File: config.mk
export PLATFORM = sky130hd
export DESIGN_NAME = video_line_timing_control
export DESIGN_NICKNAME = d
export VERILOG_FILES = /design/src/line_timing_pkg.sv /design/src/video_line_timing_control.sv
export VERILOG_INCLUDE_DIRS = /design/src
export SDC_FILE = /design/constraint.sdc
export NUM_CORES = 1
export LEC_CHECK = 0
export ABC_AREA = 1
export BUFFER_PORTS_ARGS = -buffer_cell sky130_fd_sc_hd__buf_2
export CORE_MARGIN = 3
export CORE_UTILIZATION = 50
export DETAILED_ROUTE_END_ITERATION = 10
export PLACE_DENSITY = 0.79
export SYNTH_ARGS = -nofsm -noshare
export SYNTH_HDL_FRONTEND = slang
export SYNTH_SLANG_ARGS = --single-unit
File: constraint.sdc
create_clock -name ref_clk -period 10.9 [get_ports ref_clk]
set_input_delay 1.635 -clock ref_clk [delete_from_list [all_inputs] [get_ports ref_clk]]
set_output_delay 1.635 -clock ref_clk [all_outputs]
set_load 0.02 [all_outputs]
File: src/line_timing_consts.svh
`ifndef LINE_TIMING_CONSTS_SVH
`define LINE_TIMING_CONSTS_SVH
// Register offsets
`define OFS_WIN_END_HIGH   8'h13
`define OFS_WIN_END_LOW    8'h14
`define OFS_FLAG_MODE      8'h15
`define OFS_HSYNC_POS      8'h16
// Reset values
`define RST_WIN_END_HIGH   8'h00
`define RST_WIN_END_LOW    8'h00
`define RST_FLAG_MODE      8'h01
`define RST_HSYNC_POS      8'h80
// Field positions
`define FV_CTRL_HI         5
`define FV_CTRL_LO         4
`define SC_RTC_SEL         2
`define SC_RTC_EN          0
// Sync code settings and timing counts in pixel clocks
`define HSYNC_ZERO_CODE    8'h80
`define HSYNC_STEP_SHIFT   2
`define NTSC_BLANK_TO_SYNC 11'd28
`define PAL_BLANK_TO_SYNC  11'd32
`define NTSC_HBLANK_LEN    11'd272
`define PAL_HBLANK_LEN     11'd284
`define NTSC_LINE_LEN      11'd1716
`define PAL_LINE_LEN       11'd1728
`define HSYNC_WIDTH        11'd128
`endif

File: src/line_timing_pkg.sv
package line_timing_pkg;
  // Subcarrier output modes
  typedef enum logic [1:0] {SC_GENLOCK, SC_RTC0, SC_RTC1} sc_mode_e;
  // F/V flag modes
  typedef enum logic [1:0] {FV_EVEN_ODD, FV_TOGGLE, FV_PULSE, FV_ILLEGAL} fv_mode_e;
  // Register bus request
  typedef struct packed {
    logic       wr;
    logic [7:0] addr;
    logic [7:0] wdata;
  } reg_req_s;
  // Timing flags toward the output port
  typedef struct packed {
    logic hsync;
    logic hblank;
    logic active;
    logic eav;
    logic f_bit;
    logic v_bit;
  } line_flags_s;
endpackage

File: src/video_line_timing_control.sv
`timescale 1ns/100ps
`include "line_timing_consts.svh"
module video_line_timing_control
  import line_timing_pkg::*;
(
  // Clock and reset
  input  wire logic        ref_clk,
  input  wire logic        rst_n,
  // Register access port
  input  wire reg_req_s    reg_req,
  output logic [7:0]       reg_rdata,
  // Video context from the decoder core
  input  wire logic        pix_en,
  input  wire logic        pal_mode,
  input  wire logic        line_start,
  input  wire logic        field_start,
  input  wire logic        field_odd,
  input  wire logic        in_vblank,
  input  wire logic        std_lines,
  input  wire logic        odd_line_count,
  // Timing outputs
  output line_flags_s      flags,
  output sc_mode_e         sc_mode,
  output fv_mode_e         fv_mode,
  output logic [10:0]      active_end_pos
);

  // Register storage
  // The high byte is only a holding register; the working offset moves
  // on the low-byte write alone, so a half-written value never reaches
  // the timing logic
  // Reserved bits are not stored in the low byte and are masked to 0 on write in the mode byte, which is why they read back 0
  logic [7:0] win_end_high_reg;      // Bits 9:2 of pending offset
  logic [1:0] win_end_low_reg;       // Bits 1:0; upper bits reserved
  logic [9:0] win_end_active_reg;    // Committed working offset
  logic [7:0] flag_mode_reg;         // F/V and subcarrier control
  logic [7:0] hsync_pos_reg;         // Sync position code
  logic [10:0] pix_cnt_reg;          // Pixel position in line
  logic        f_toggle_reg;         // Toggling F state
  logic        f_pulse_reg;          // Pulse-mode F state

  // Address decode
  // Writes to any other offset are ignored
  // Back-to-back writes are fine; each strobe is taken on its own edge
  // Reads take no strobe; the read mux follows the address every clock
  wire wr_high = reg_req.wr && reg_req.addr == `OFS_WIN_END_HIGH;
  wire wr_low  = reg_req.wr && reg_req.addr == `OFS_WIN_END_LOW;
  wire wr_flag = reg_req.wr && reg_req.addr == `OFS_FLAG_MODE;
  wire wr_hpos = reg_req.wr && reg_req.addr == `OFS_HSYNC_POS;

  // Standard-dependent line figures
  // PAL and SECAM share one set; pal_mode covers both
  // Counts are in pixel clocks from the start of the digital line
  wire [10:0] line_len   = pal_mode ? `PAL_LINE_LEN : `NTSC_LINE_LEN;
  wire [10:0] hblank_len = pal_mode ? `PAL_HBLANK_LEN : `NTSC_HBLANK_LEN;
  wire [10:0] sync_base  = pal_mode ? `PAL_BLANK_TO_SYNC : `NTSC_BLANK_TO_SYNC;

  // Default window end is the line length, where the next blanking begins
  // Signed offset widened to 11 bits and added to default end
  wire [10:0] end_ofs_ext = {win_end_active_reg[9], win_end_active_reg};
  wire [10:0] end_pos     = line_len + end_ofs_ext;
  // Same sum in 12 bits: a positive offset can pass 2047 and must not wrap
  wire [11:0] line_len_w  = {1'b0, line_len};
  wire [11:0] end_ofs_w   = {{2{win_end_active_reg[9]}}, win_end_active_reg};
  wire [11:0] end_sum     = line_len_w + end_ofs_w;
  // End code position folded back into the line; a window that runs past
  // the line end puts its end code early in the next line
  wire [11:0] end_fold    = (end_sum >= line_len_w) ? end_sum - line_len_w : end_sum;
  wire [10:0] eav_at      = end_fold[10:0];
  // Counter widened for the window compare
  wire [11:0] pix_cnt_w   = {1'b0, pix_cnt_reg};

  // Sync shift: delay for codes below 0x80, advance above
  // Nine bits hold the signed step count, from -127 up to +128 at code 0x00;
  // four clocks a step keeps the shift inside +/-512, well within 11 bits
  wire [8:0]  code_diff   = {1'b0, `HSYNC_ZERO_CODE} - {1'b0, hsync_pos_reg};
  wire [10:0] shift_clks  = {code_diff[8], code_diff[8], code_diff}
                            << `HSYNC_STEP_SHIFT;
  wire [10:0] sync_raw    = sync_base + shift_clks;
  // Wrap into the line either direction
  // A large advance lands near the end of the previous line
  wire [10:0] sync_start  = sync_raw[10] ? sync_raw + line_len :
                            (sync_raw >= line_len ? sync_raw - line_len : sync_raw);
  // Pulse width is fixed; a pulse over the line end wraps too
  wire [10:0] sync_end_r  = sync_start + `HSYNC_WIDTH;
  wire [10:0] sync_end    = sync_end_r >= line_len ? sync_end_r - line_len : sync_end_r;
  wire        sync_wraps  = sync_end < sync_start;
  wire        sync_now    = sync_wraps ? (pix_cnt_reg >= sync_start || pix_cnt_reg < sync_end)
                                       : (pix_cnt_reg >= sync_start && pix_cnt_reg < sync_end);

  // Mode decode
  // Bit 1 of the subcarrier field is stored but has no effect
  // FV code 11 is illegal; it passes through and the host must avoid it
  wire [1:0] fv_field = {flag_mode_reg[`FV_CTRL_HI], flag_mode_reg[`FV_CTRL_LO]};
  wire sc_next_rtc0 = flag_mode_reg[`SC_RTC_EN] && !flag_mode_reg[`SC_RTC_SEL];
  wire sc_next_rtc1 = flag_mode_reg[`SC_RTC_EN] && flag_mode_reg[`SC_RTC_SEL];
  wire sc_mode_next_bit = sc_next_rtc0 | sc_next_rtc1;

  // F bit selection for nonstandard line counts
  // Standard line counts ignore the field and follow the decoder's field bit
  // Pulse mode holds F high for the first line of each field
  wire f_nonstd = (fv_field == 2'b00) ? (odd_line_count ? f_toggle_reg : 1'b1) :
                  (fv_field == 2'b01) ? f_toggle_reg : f_pulse_reg;
  wire f_next   = std_lines ? field_odd : f_nonstd;
  // V follows the blanking interval; nonstandard line counts take in_vblank unchanged too
  wire v_next   = in_vblank;

  // Register writes; high byte alone leaves working offset untouched
  always_ff @(posedge ref_clk) begin
    if (!rst_n) begin
      win_end_high_reg   <= `RST_WIN_END_HIGH;
      win_end_low_reg    <= 2'b00;
      win_end_active_reg <= 10'h000;
      flag_mode_reg      <= `RST_FLAG_MODE;
      hsync_pos_reg      <= `RST_HSYNC_POS;
    end else begin
      if (wr_high) begin
        win_end_high_reg <= reg_req.wdata;
      end
      if (wr_low) begin
        // Commit: the pending high byte and these two bits go live together
        win_end_low_reg    <= reg_req.wdata[1:0];
        win_end_active_reg <= {win_end_high_reg, reg_req.wdata[1:0]};
      end
      if (wr_flag) begin
        // Reserved bits 7:6 and 3 are dropped and read back as 0
        flag_mode_reg <= reg_req.wdata & 8'h37;
      end
      if (wr_hpos) begin
        hsync_pos_reg <= reg_req.wdata;
      end
    end
  end

  // Read mux registered so the port comes from a flip-flop
  // One-cycle read latency is the price of a glitch-free read port
  // Unmapped offsets read 0
  always_ff @(posedge ref_clk) begin
    if (!rst_n) begin
      reg_rdata <= 8'h00;
    end else begin
      case (reg_req.addr)
        `OFS_WIN_END_HIGH: reg_rdata <= win_end_high_reg;
        `OFS_WIN_END_LOW:  reg_rdata <= {6'b00_0000, win_end_low_reg};
        `OFS_FLAG_MODE:    reg_rdata <= flag_mode_reg;
        `OFS_HSYNC_POS:    reg_rdata <= hsync_pos_reg;
        default:           reg_rdata <= 8'h00;
      endcase
    end
  end

  // Pixel counter; line_start realigns it
  // It also wraps by itself, so a missed line strobe costs one line at most
  // Counter and flags stand still while pix_en is low
  always_ff @(posedge ref_clk) begin
    if (!rst_n) begin
      pix_cnt_reg <= 11'h000;
    end else if (pix_en) begin
      if (line_start || pix_cnt_reg >= line_len - 11'd1) begin
        pix_cnt_reg <= 11'h000;
      end else begin
        pix_cnt_reg <= pix_cnt_reg + 11'd1;
      end
    end
  end

  // F state: toggle each field, pulse for one line at field start
  // A new field wins over the line strobe that ends a pulse
  always_ff @(posedge ref_clk) begin
    if (!rst_n) begin
      f_toggle_reg <= 1'b0;
      f_pulse_reg  <= 1'b0;
    end else if (pix_en) begin
      if (field_start) begin
        f_toggle_reg <= ~f_toggle_reg;
      end
      if (field_start) begin
        f_pulse_reg <= 1'b1;
      end else if (line_start) begin
        f_pulse_reg <= 1'b0;
      end
    end
  end

  // Timing flag outputs; end code marks the moved window end
  // Mode outputs follow their registers every clock
  // Flags move only on pix_en, one pixel after the count they decode
  // Reset value of the end position assumes NTSC until the first clock
  always_ff @(posedge ref_clk) begin
    if (!rst_n) begin
      flags          <= '0;
      active_end_pos <= `NTSC_LINE_LEN;
      sc_mode        <= SC_RTC0;
      fv_mode        <= FV_EVEN_ODD;
    end else begin
      active_end_pos <= end_pos;
      sc_mode        <= !sc_mode_next_bit ? SC_GENLOCK :
                        (sc_next_rtc1 ? SC_RTC1 : SC_RTC0);
      fv_mode        <= fv_mode_e'(fv_field);
      if (pix_en) begin
        flags.hsync  <= sync_now;
        flags.hblank <= pix_cnt_reg < hblank_len;
        // Active window ends at the line end if the offset pushes it past
        flags.active <= pix_cnt_reg >= hblank_len && pix_cnt_w < end_sum;
        flags.eav    <= pix_cnt_reg == eav_at;
        flags.f_bit  <= f_next;
        flags.v_bit  <= v_next;
      end
    end
  end

endmodule // video_line_timing_control

# [Word-level counts from Yosys, hierarchy flattened]
# Cells that the tools add are included.
[totals] in_bits=27 out_inout_bits=29 n_memories=0 ram_bits=0 reg_bits=75 rom_bits=0 latchBits=0 elab_cells=82
[op_classes] order_cmp=10 addsub=11 n_shift=0 n_div=0 n_reduce_logical=16 bitwise_logic=2 eq_ne=6 mux=18 multipliers=0
[op_table] operator="$mux W11" count=5
[op_table] operator="$ge A11 B11 Y1" count=4
[op_table] operator="$sub A11 B11 Y11" count=3
[op_table] operator="$eq A8 B5 Y1 const B" count=4
[op_table] operator="$pmux W8 S4" count=1
[op_table] operator="$lt A11 B11 Y1" count=2
[op_table] operator="$add A11 B12 Y12" count=1
[op_table] operator="$ge A12 B11 Y1" count=1
[op_table] operator="$lt A11 B12 Y1" count=1
[op_table] operator="$add A10 B10 Y11" count=1
[op_table] operator="$add A11 B1 Y11 const B" count=1
[op_table] operator="$add A11 B11 Y11" count=1
[op_table] operator="$add A11 B8 Y11 const B" count=1
[op_table] operator="$add A6 B11 Y11" count=1
[op_table] operator="$eq A11 B11 Y1" count=1
[op_table] operator="$ge A11 B9 Y1" count=1
[op_table] operator="$lt A11 B9 Y1" count=1
[op_table] operator="$sub A10 B2 Y11 const B" count=1
[op_table] operator="$sub A8 B8 Y9 const A" count=1
[op_table] operator="$logic_and A1 B1 Y1" count=8
[op_table] operator="$mux W1" count=8
[op_table] operator="$mux W7" count=1
[op_table] operator="$mux W6" count=1
[op_table] operator="$reduce_and A2 Y1" count=3
[op_table] operator="other kinds (9)" count=10

# [Logic depth before layout (Yosys ltp)]
[depth] word_depth=11 depth_mapped=37 mapped_depth_nobuf=37

# [Worst setup path before layout]
# OpenSTA, ideal clock, no wires.
[synth_path] kind="in2reg" start="input pal_mode" end="register flags[5] (netlist name)" t_arrival_ns=6.339 path_stages=29 required_ns=10.830 slack_ns=4.491 setup_ns=0.070 n_path_buf=0 path_cell_list="inv_1 -> ha_1 -> fa_1 -> xor2_1 -> ha_1 -> a21oi_1 -> o21ai_0 -> xor2_1 -> inv_1 -> o21ai_0 -> inv_1 -> ha_1 -> nand2_1 -> nor2_1 -> nand3_1 -> nand3_1 -> nand3_2 -> inv_2 -> and3_1 -> xor2_2 -> inv_1 -> ha_1 -> a21oi_1 -> nor2_1 -> a2111oi_0 -> o21ai_0 -> nand2_1 -> nand3_1 -> a21oi_1"
[synth_between] elab_chain_len=11 elab_cells_between_ends=18 classes_between="add/sub: 5; order compare: 5; mux: 6; reduce/logical: 2"
[synth_rtl] element="start: declaration" line_no="video_line_timing_control.sv:14" text="input wire logic pal_mode,"
[synth_rtl] element="$mux W6 (no line)"
[synth_rtl] element="$add A6 B11 Y11" line_no="video_line_timing_control.sv:79" text="wire [10:0] sync_raw = sync_base + shift_clks;"
[synth_rtl] element="$sub A11 B11 Y11 / $ge A11 B11 Y1 (equally long branches)" line_no="video_line_timing_control.sv:83" text="(sync_raw >= line_len ? sync_raw - line_len : sync_raw);"
[synth_rtl] element="$mux W11" line_no="video_line_timing_control.sv:83"
[synth_rtl] element="$mux W11" line_no="video_line_timing_control.sv:82" text="wire [10:0] sync_start = sync_raw[10] ? sync_raw + line_len :"
[synth_rtl] element="$add A11 B8 Y11 (no line)"
[synth_rtl] element="$sub A11 B11 Y11 / $ge A11 B11 Y1 (equally long branches)" line_no="video_line_timing_control.sv:86" text="wire [10:0] sync_end = sync_end_r >= line_len ? sync_end_r - line_len : sync_end_r;"
[synth_rtl] element="$mux W11" line_no="video_line_timing_control.sv:86"
[synth_rtl] element="$lt A11 B11 Y1" line_no="video_line_timing_control.sv:88, video_line_timing_control.sv:89"
[synth_rtl] element="$logic_and A1 B1 Y1 / $logic_or A1 B1 Y1 (equally long branches)" line_no="video_line_timing_control.sv:89, video_line_timing_control.sv:88"
[synth_rtl] element="$mux W1 (*)" line_no="video_line_timing_control.sv:88" text="wire sync_now = sync_wraps ? (pix_cnt_reg >= sync_start || pix_cnt_reg < sync_end)"
[synth_rtl] element="end: declaration" line_no="video_line_timing_control.sv:22" text="output line_flags_s flags,"
# Every way passes the cells marked *; elsewhere a longest branch is shown, timed or not.
# A chain may end at the register's enable or synchronous reset.

# [Worst setup path in the final report]
# Ends and elaborated chain as after synthesis.

==> results.sh <==
export IMPL_die_area_sq_um=12400
export IMPL_global_route_peak_usage_layer="met2"
export IMPL_io_pins=56
export IMPL_grt_use_met2=0.379
export IMPL_ant_nets=0
export IMPL_kind_of_start_point_of_the_critical_path="input pin"
export IMPL_drt_iter0_markers=282
export IMPL_initial_utilization=0.527
export IMPL_period_needed_ns=7.17
export IMPL_cts_inserted_buffers=9
export IMPL_result_of_the_run="finished clean"
export IMPL_power_report_internal_total_mw=0.459
export IMPL_num_rows=37
export IMPL_dr_pass1_iters=5
export IMPL_synth_sequential_area_ratio=0.263
export IMPL_detailroute_via_count=5440
export IMPL_worst_path_buf_inv=6
export IMPL_dieWidth_um=111
export IMPL_cts_root_buf="sky130_fd_sc_hd__clkbuf_8"
export IMPL_report_final_hold_viol_count=0
export IMPL_setup_viol=0
export IMPL_avgSynthCellArea_sq_um=6.81
export IMPL_critical_path_max_stage_delay_ns=0.44
export IMPL_antenna_found_initial=0
export IMPL_cts_resized=0
export IMPL_slowest_stage="sky130_fd_sc_hd__o21ai_0"
export IMPL_final_core_util=0.586
export IMPL_place_congestion=0.907
export IMPL_n_antenna_cell=0
export IMPL_h_tree_depth=3
export IMPL_timing_worst_setup_path_type="in2reg"
export IMPL_critPathCaptureType="flip-flop"
export IMPL_synth_register_bits=73
export IMPL_cts_clk_slew_worst_paths_ns=0.08
export IMPL_max_slew_margin=0.212
export IMPL_place_port_buffers=55
export IMPL_die_height_um=111
export IMPL_cp_top_family="adder cells"
export IMPL_synth_cell_type_count=44
export IMPL_syn_nets=913
export IMPL_drive_above_1_share=0.120
export IMPL_clock_latency_ns=0.37
export IMPL_final_global_route_overflow_total=0
export IMPL_multi_input_comb_area_sq_um=3570
export IMPL_wl_per_cell_um=14.3
export IMPL_power_mw=0.642
export IMPL_final_cell_count_no_fill=1008
export IMPL_switchingPower_mw=0.182
export IMPL_combPwrFrac=0.158
export IMPL_drv_cap=0
export IMPL_synthesis_instances=816
export IMPL_global_route_usage_met1=0.306
export IMPL_grt_util_met3=0.0418
export IMPL_grt_pass1_vias=5172
export IMPL_dpl_hpwl_um=11000
export IMPL_clockBufferDepth=2
export IMPL_switching_share=0.284
export IMPL_track_usage=0.233
export IMPL_timing_critical_path_arrival_ns=7.46
export IMPL_synth_cell_area_sq_um=5560
export IMPL_clock_skew_final_ns=0.0115
export IMPL_worst_pin_slew_ns=1.18
export IMPL_number_of_hold_buffers_added_after_cts=0
export IMPL_final_max_tran_viols=0
export IMPL_placed_cells_incl_taps=992
export IMPL_max_freq_mhz=139
export IMPL_fillerInstances=1034
export IMPL_setup_repair_after_global_routing_missed_its_margin="no"
export IMPL_finalNetCount=964
export IMPL_clock_tree_from_tritoncts="done"
export IMPL_count_of_clock_tree_sinks=73
export IMPL_clkPwrFrac=0.419
export IMPL_flow_area_growth_from_synthesis_pct=11.3
export IMPL_timing_final_crit_share=0.658
export IMPL_postRouteWirelength_um=14400
export IMPL_worst_min_delay_path_class="reg2reg"
export IMPL_p_seq_frac=0.423
export IMPL_crit_required_ns=11.19
export IMPL_ff_latch_area_sq_um=1460
export IMPL_cellLeakagePower_nw=3.08
export IMPL_global_route_wire_length_before_repair_um=24200
export IMPL_drc_errors=0
export IMPL_grt_start_max_net_pins=36
export IMPL_post_cts_repair_setup_buffers=0
export IMPL_core_region_area_sq_um=10600
export IMPL_power_density_cell_area_nw_per_um2=104
export IMPL_synth_warnings=0
export IMPL_vias_per_cell=5.40
export IMPL_timing_setup_tns_ns=0
export IMPL_cp_max_fo=17
export IMPL_power_ir_vdd_worst_uv=101
through the flow:
stage | hold slack [ns] | setup WS [ns] | cell area, sq um
after global routing | 0.479 | 3.16 | 6190
final | 0.438 | 3.73 | 6190
after detailed placement | 0.428 | 3.39 | 5940
after global placement | 0.429 | 3.59 | 5940
after floorplan | 0.407 | 4.49 | 5560
after CTS | 0.440 | 3.77 | 6190
power by group through the flow:
stage          clock network (mW)  logic, mW  registers (mW)
2_1_floorplan                   0     0.0724           0.280
3_3_place_gp                    0     0.0992           0.277
3_5_place_dp                    0      0.100           0.278
4_1_cts                     0.273      0.101           0.271
5_1_grt                     0.284      0.116           0.272
6_report                    0.269      0.101           0.271
layout by cell type (no fill, tap or decap), types with 7 or more instances in the layout:
master / count
sky130_fd_sc_hd__nand2_1: 180
sky130_fd_sc_hd__inv_1: 114
sky130_fd_sc_hd__dfxtp_1: 73
sky130_fd_sc_hd__a21oi_1: 70
sky130_fd_sc_hd__ha_1: 69
sky130_fd_sc_hd__buf_2: 55
sky130_fd_sc_hd__nand3_1: 54
sky130_fd_sc_hd__o21ai_0: 54
sky130_fd_sc_hd__nor2_1: 53
sky130_fd_sc_hd__xor2_1: 19
sky130_fd_sc_hd__nor3_1: 17
sky130_fd_sc_hd__nand4_1: 11
sky130_fd_sc_hd__clkbuf_8: 9
sky130_fd_sc_hd__nand2_2: 7
sky130_fd_sc_hd__or2_2: 7
cell families after synthesis:
kind of cell / count (synthesis) / share of synthesized area
fa+ha+maj: 70 / 0.159
flops: 73 / 0.263
compound gates: 159 / 0.159
simple gates: 351 / 0.279
buf+inv: 136 / 0.0943
xor+xnor: 27 / 0.0466
layer usage:
metal	vias to the layer above	routed length (um)
li1	2808	-
met1	2400	6550
met2	193	6500
met3	39	872
met4	0	444
met5	-	0
tightest hold or removal path, cell delays in order, from the launching register on:
cell	delay, ns
sky130_fd_sc_hd__dfxtp_1	0.32
sky130_fd_sc_hd__nand2_1	0.05
sky130_fd_sc_hd__inv_1	0.03
path summary, 6_finish.rpt:
path / start / to / slack (ns) / cells after the start
min reg2reg: flag_mode_reg[5] / fv_mode[1] / 0.44 / 2
max: pal_mode / flags[5] / 3.73 / 30
min: flag_mode_reg[5] / fv_mode[1] / 0.44 / 2
max reg2reg: hsync_pos_reg[0] / flags[5] / 5.09 / 33
cells in the mapped netlist (all sizes together):
cell / instances / area share
nand2: 188 / 0.13
inv: 119 / 0.080
dfxtp: 73 / 0.26
a21oi: 71 / 0.065
ha: 69 / 0.16
nor2: 58 / 0.042
o21ai: 58 / 0.053
nand3: 56 / 0.052
xor2: 22 / 0.039
nor3: 17 / 0.015
clkbuf: 13 / 0.0088
nand4: 11 / 0.012
or2: 7 / 0.0079
a211oi: 5 / 0.0068
nand3b: 5 / 0.0068
nor4: 5 / 0.0056
o22ai: 5 / 0.0056
xnor2: 5 / 0.0079
a31oi: 4 / 0.0045
o211ai: 4 / 0.0054
a221oi: 3 / 0.0047
buf: 3 / 0.0045
o221ai: 3 / 0.0047
a2111oi: 2 / 0.0032
and3: 2 / 0.0023
a21o: 1 / 0.0014
and2: 1 / 0.0011
clkinv: 1 / 0.00067
fa: 1 / 0.0036
nor3b: 1 / 0.0014
o2111ai: 1 / 0.0016
o21a: 1 / 0.0014
o221a: 1 / 0.0020
final cells by class:
cell class              count  area share
repair buffers             56      0.0457
clock inverters             7      0.0200
clock buffers               9      0.0200
well taps                 136      0.0275
inverters                 120      0.0728
flip-flops and latches     73       0.236
multi-input cells         607       0.578
(Power assumes the default switching activity.)
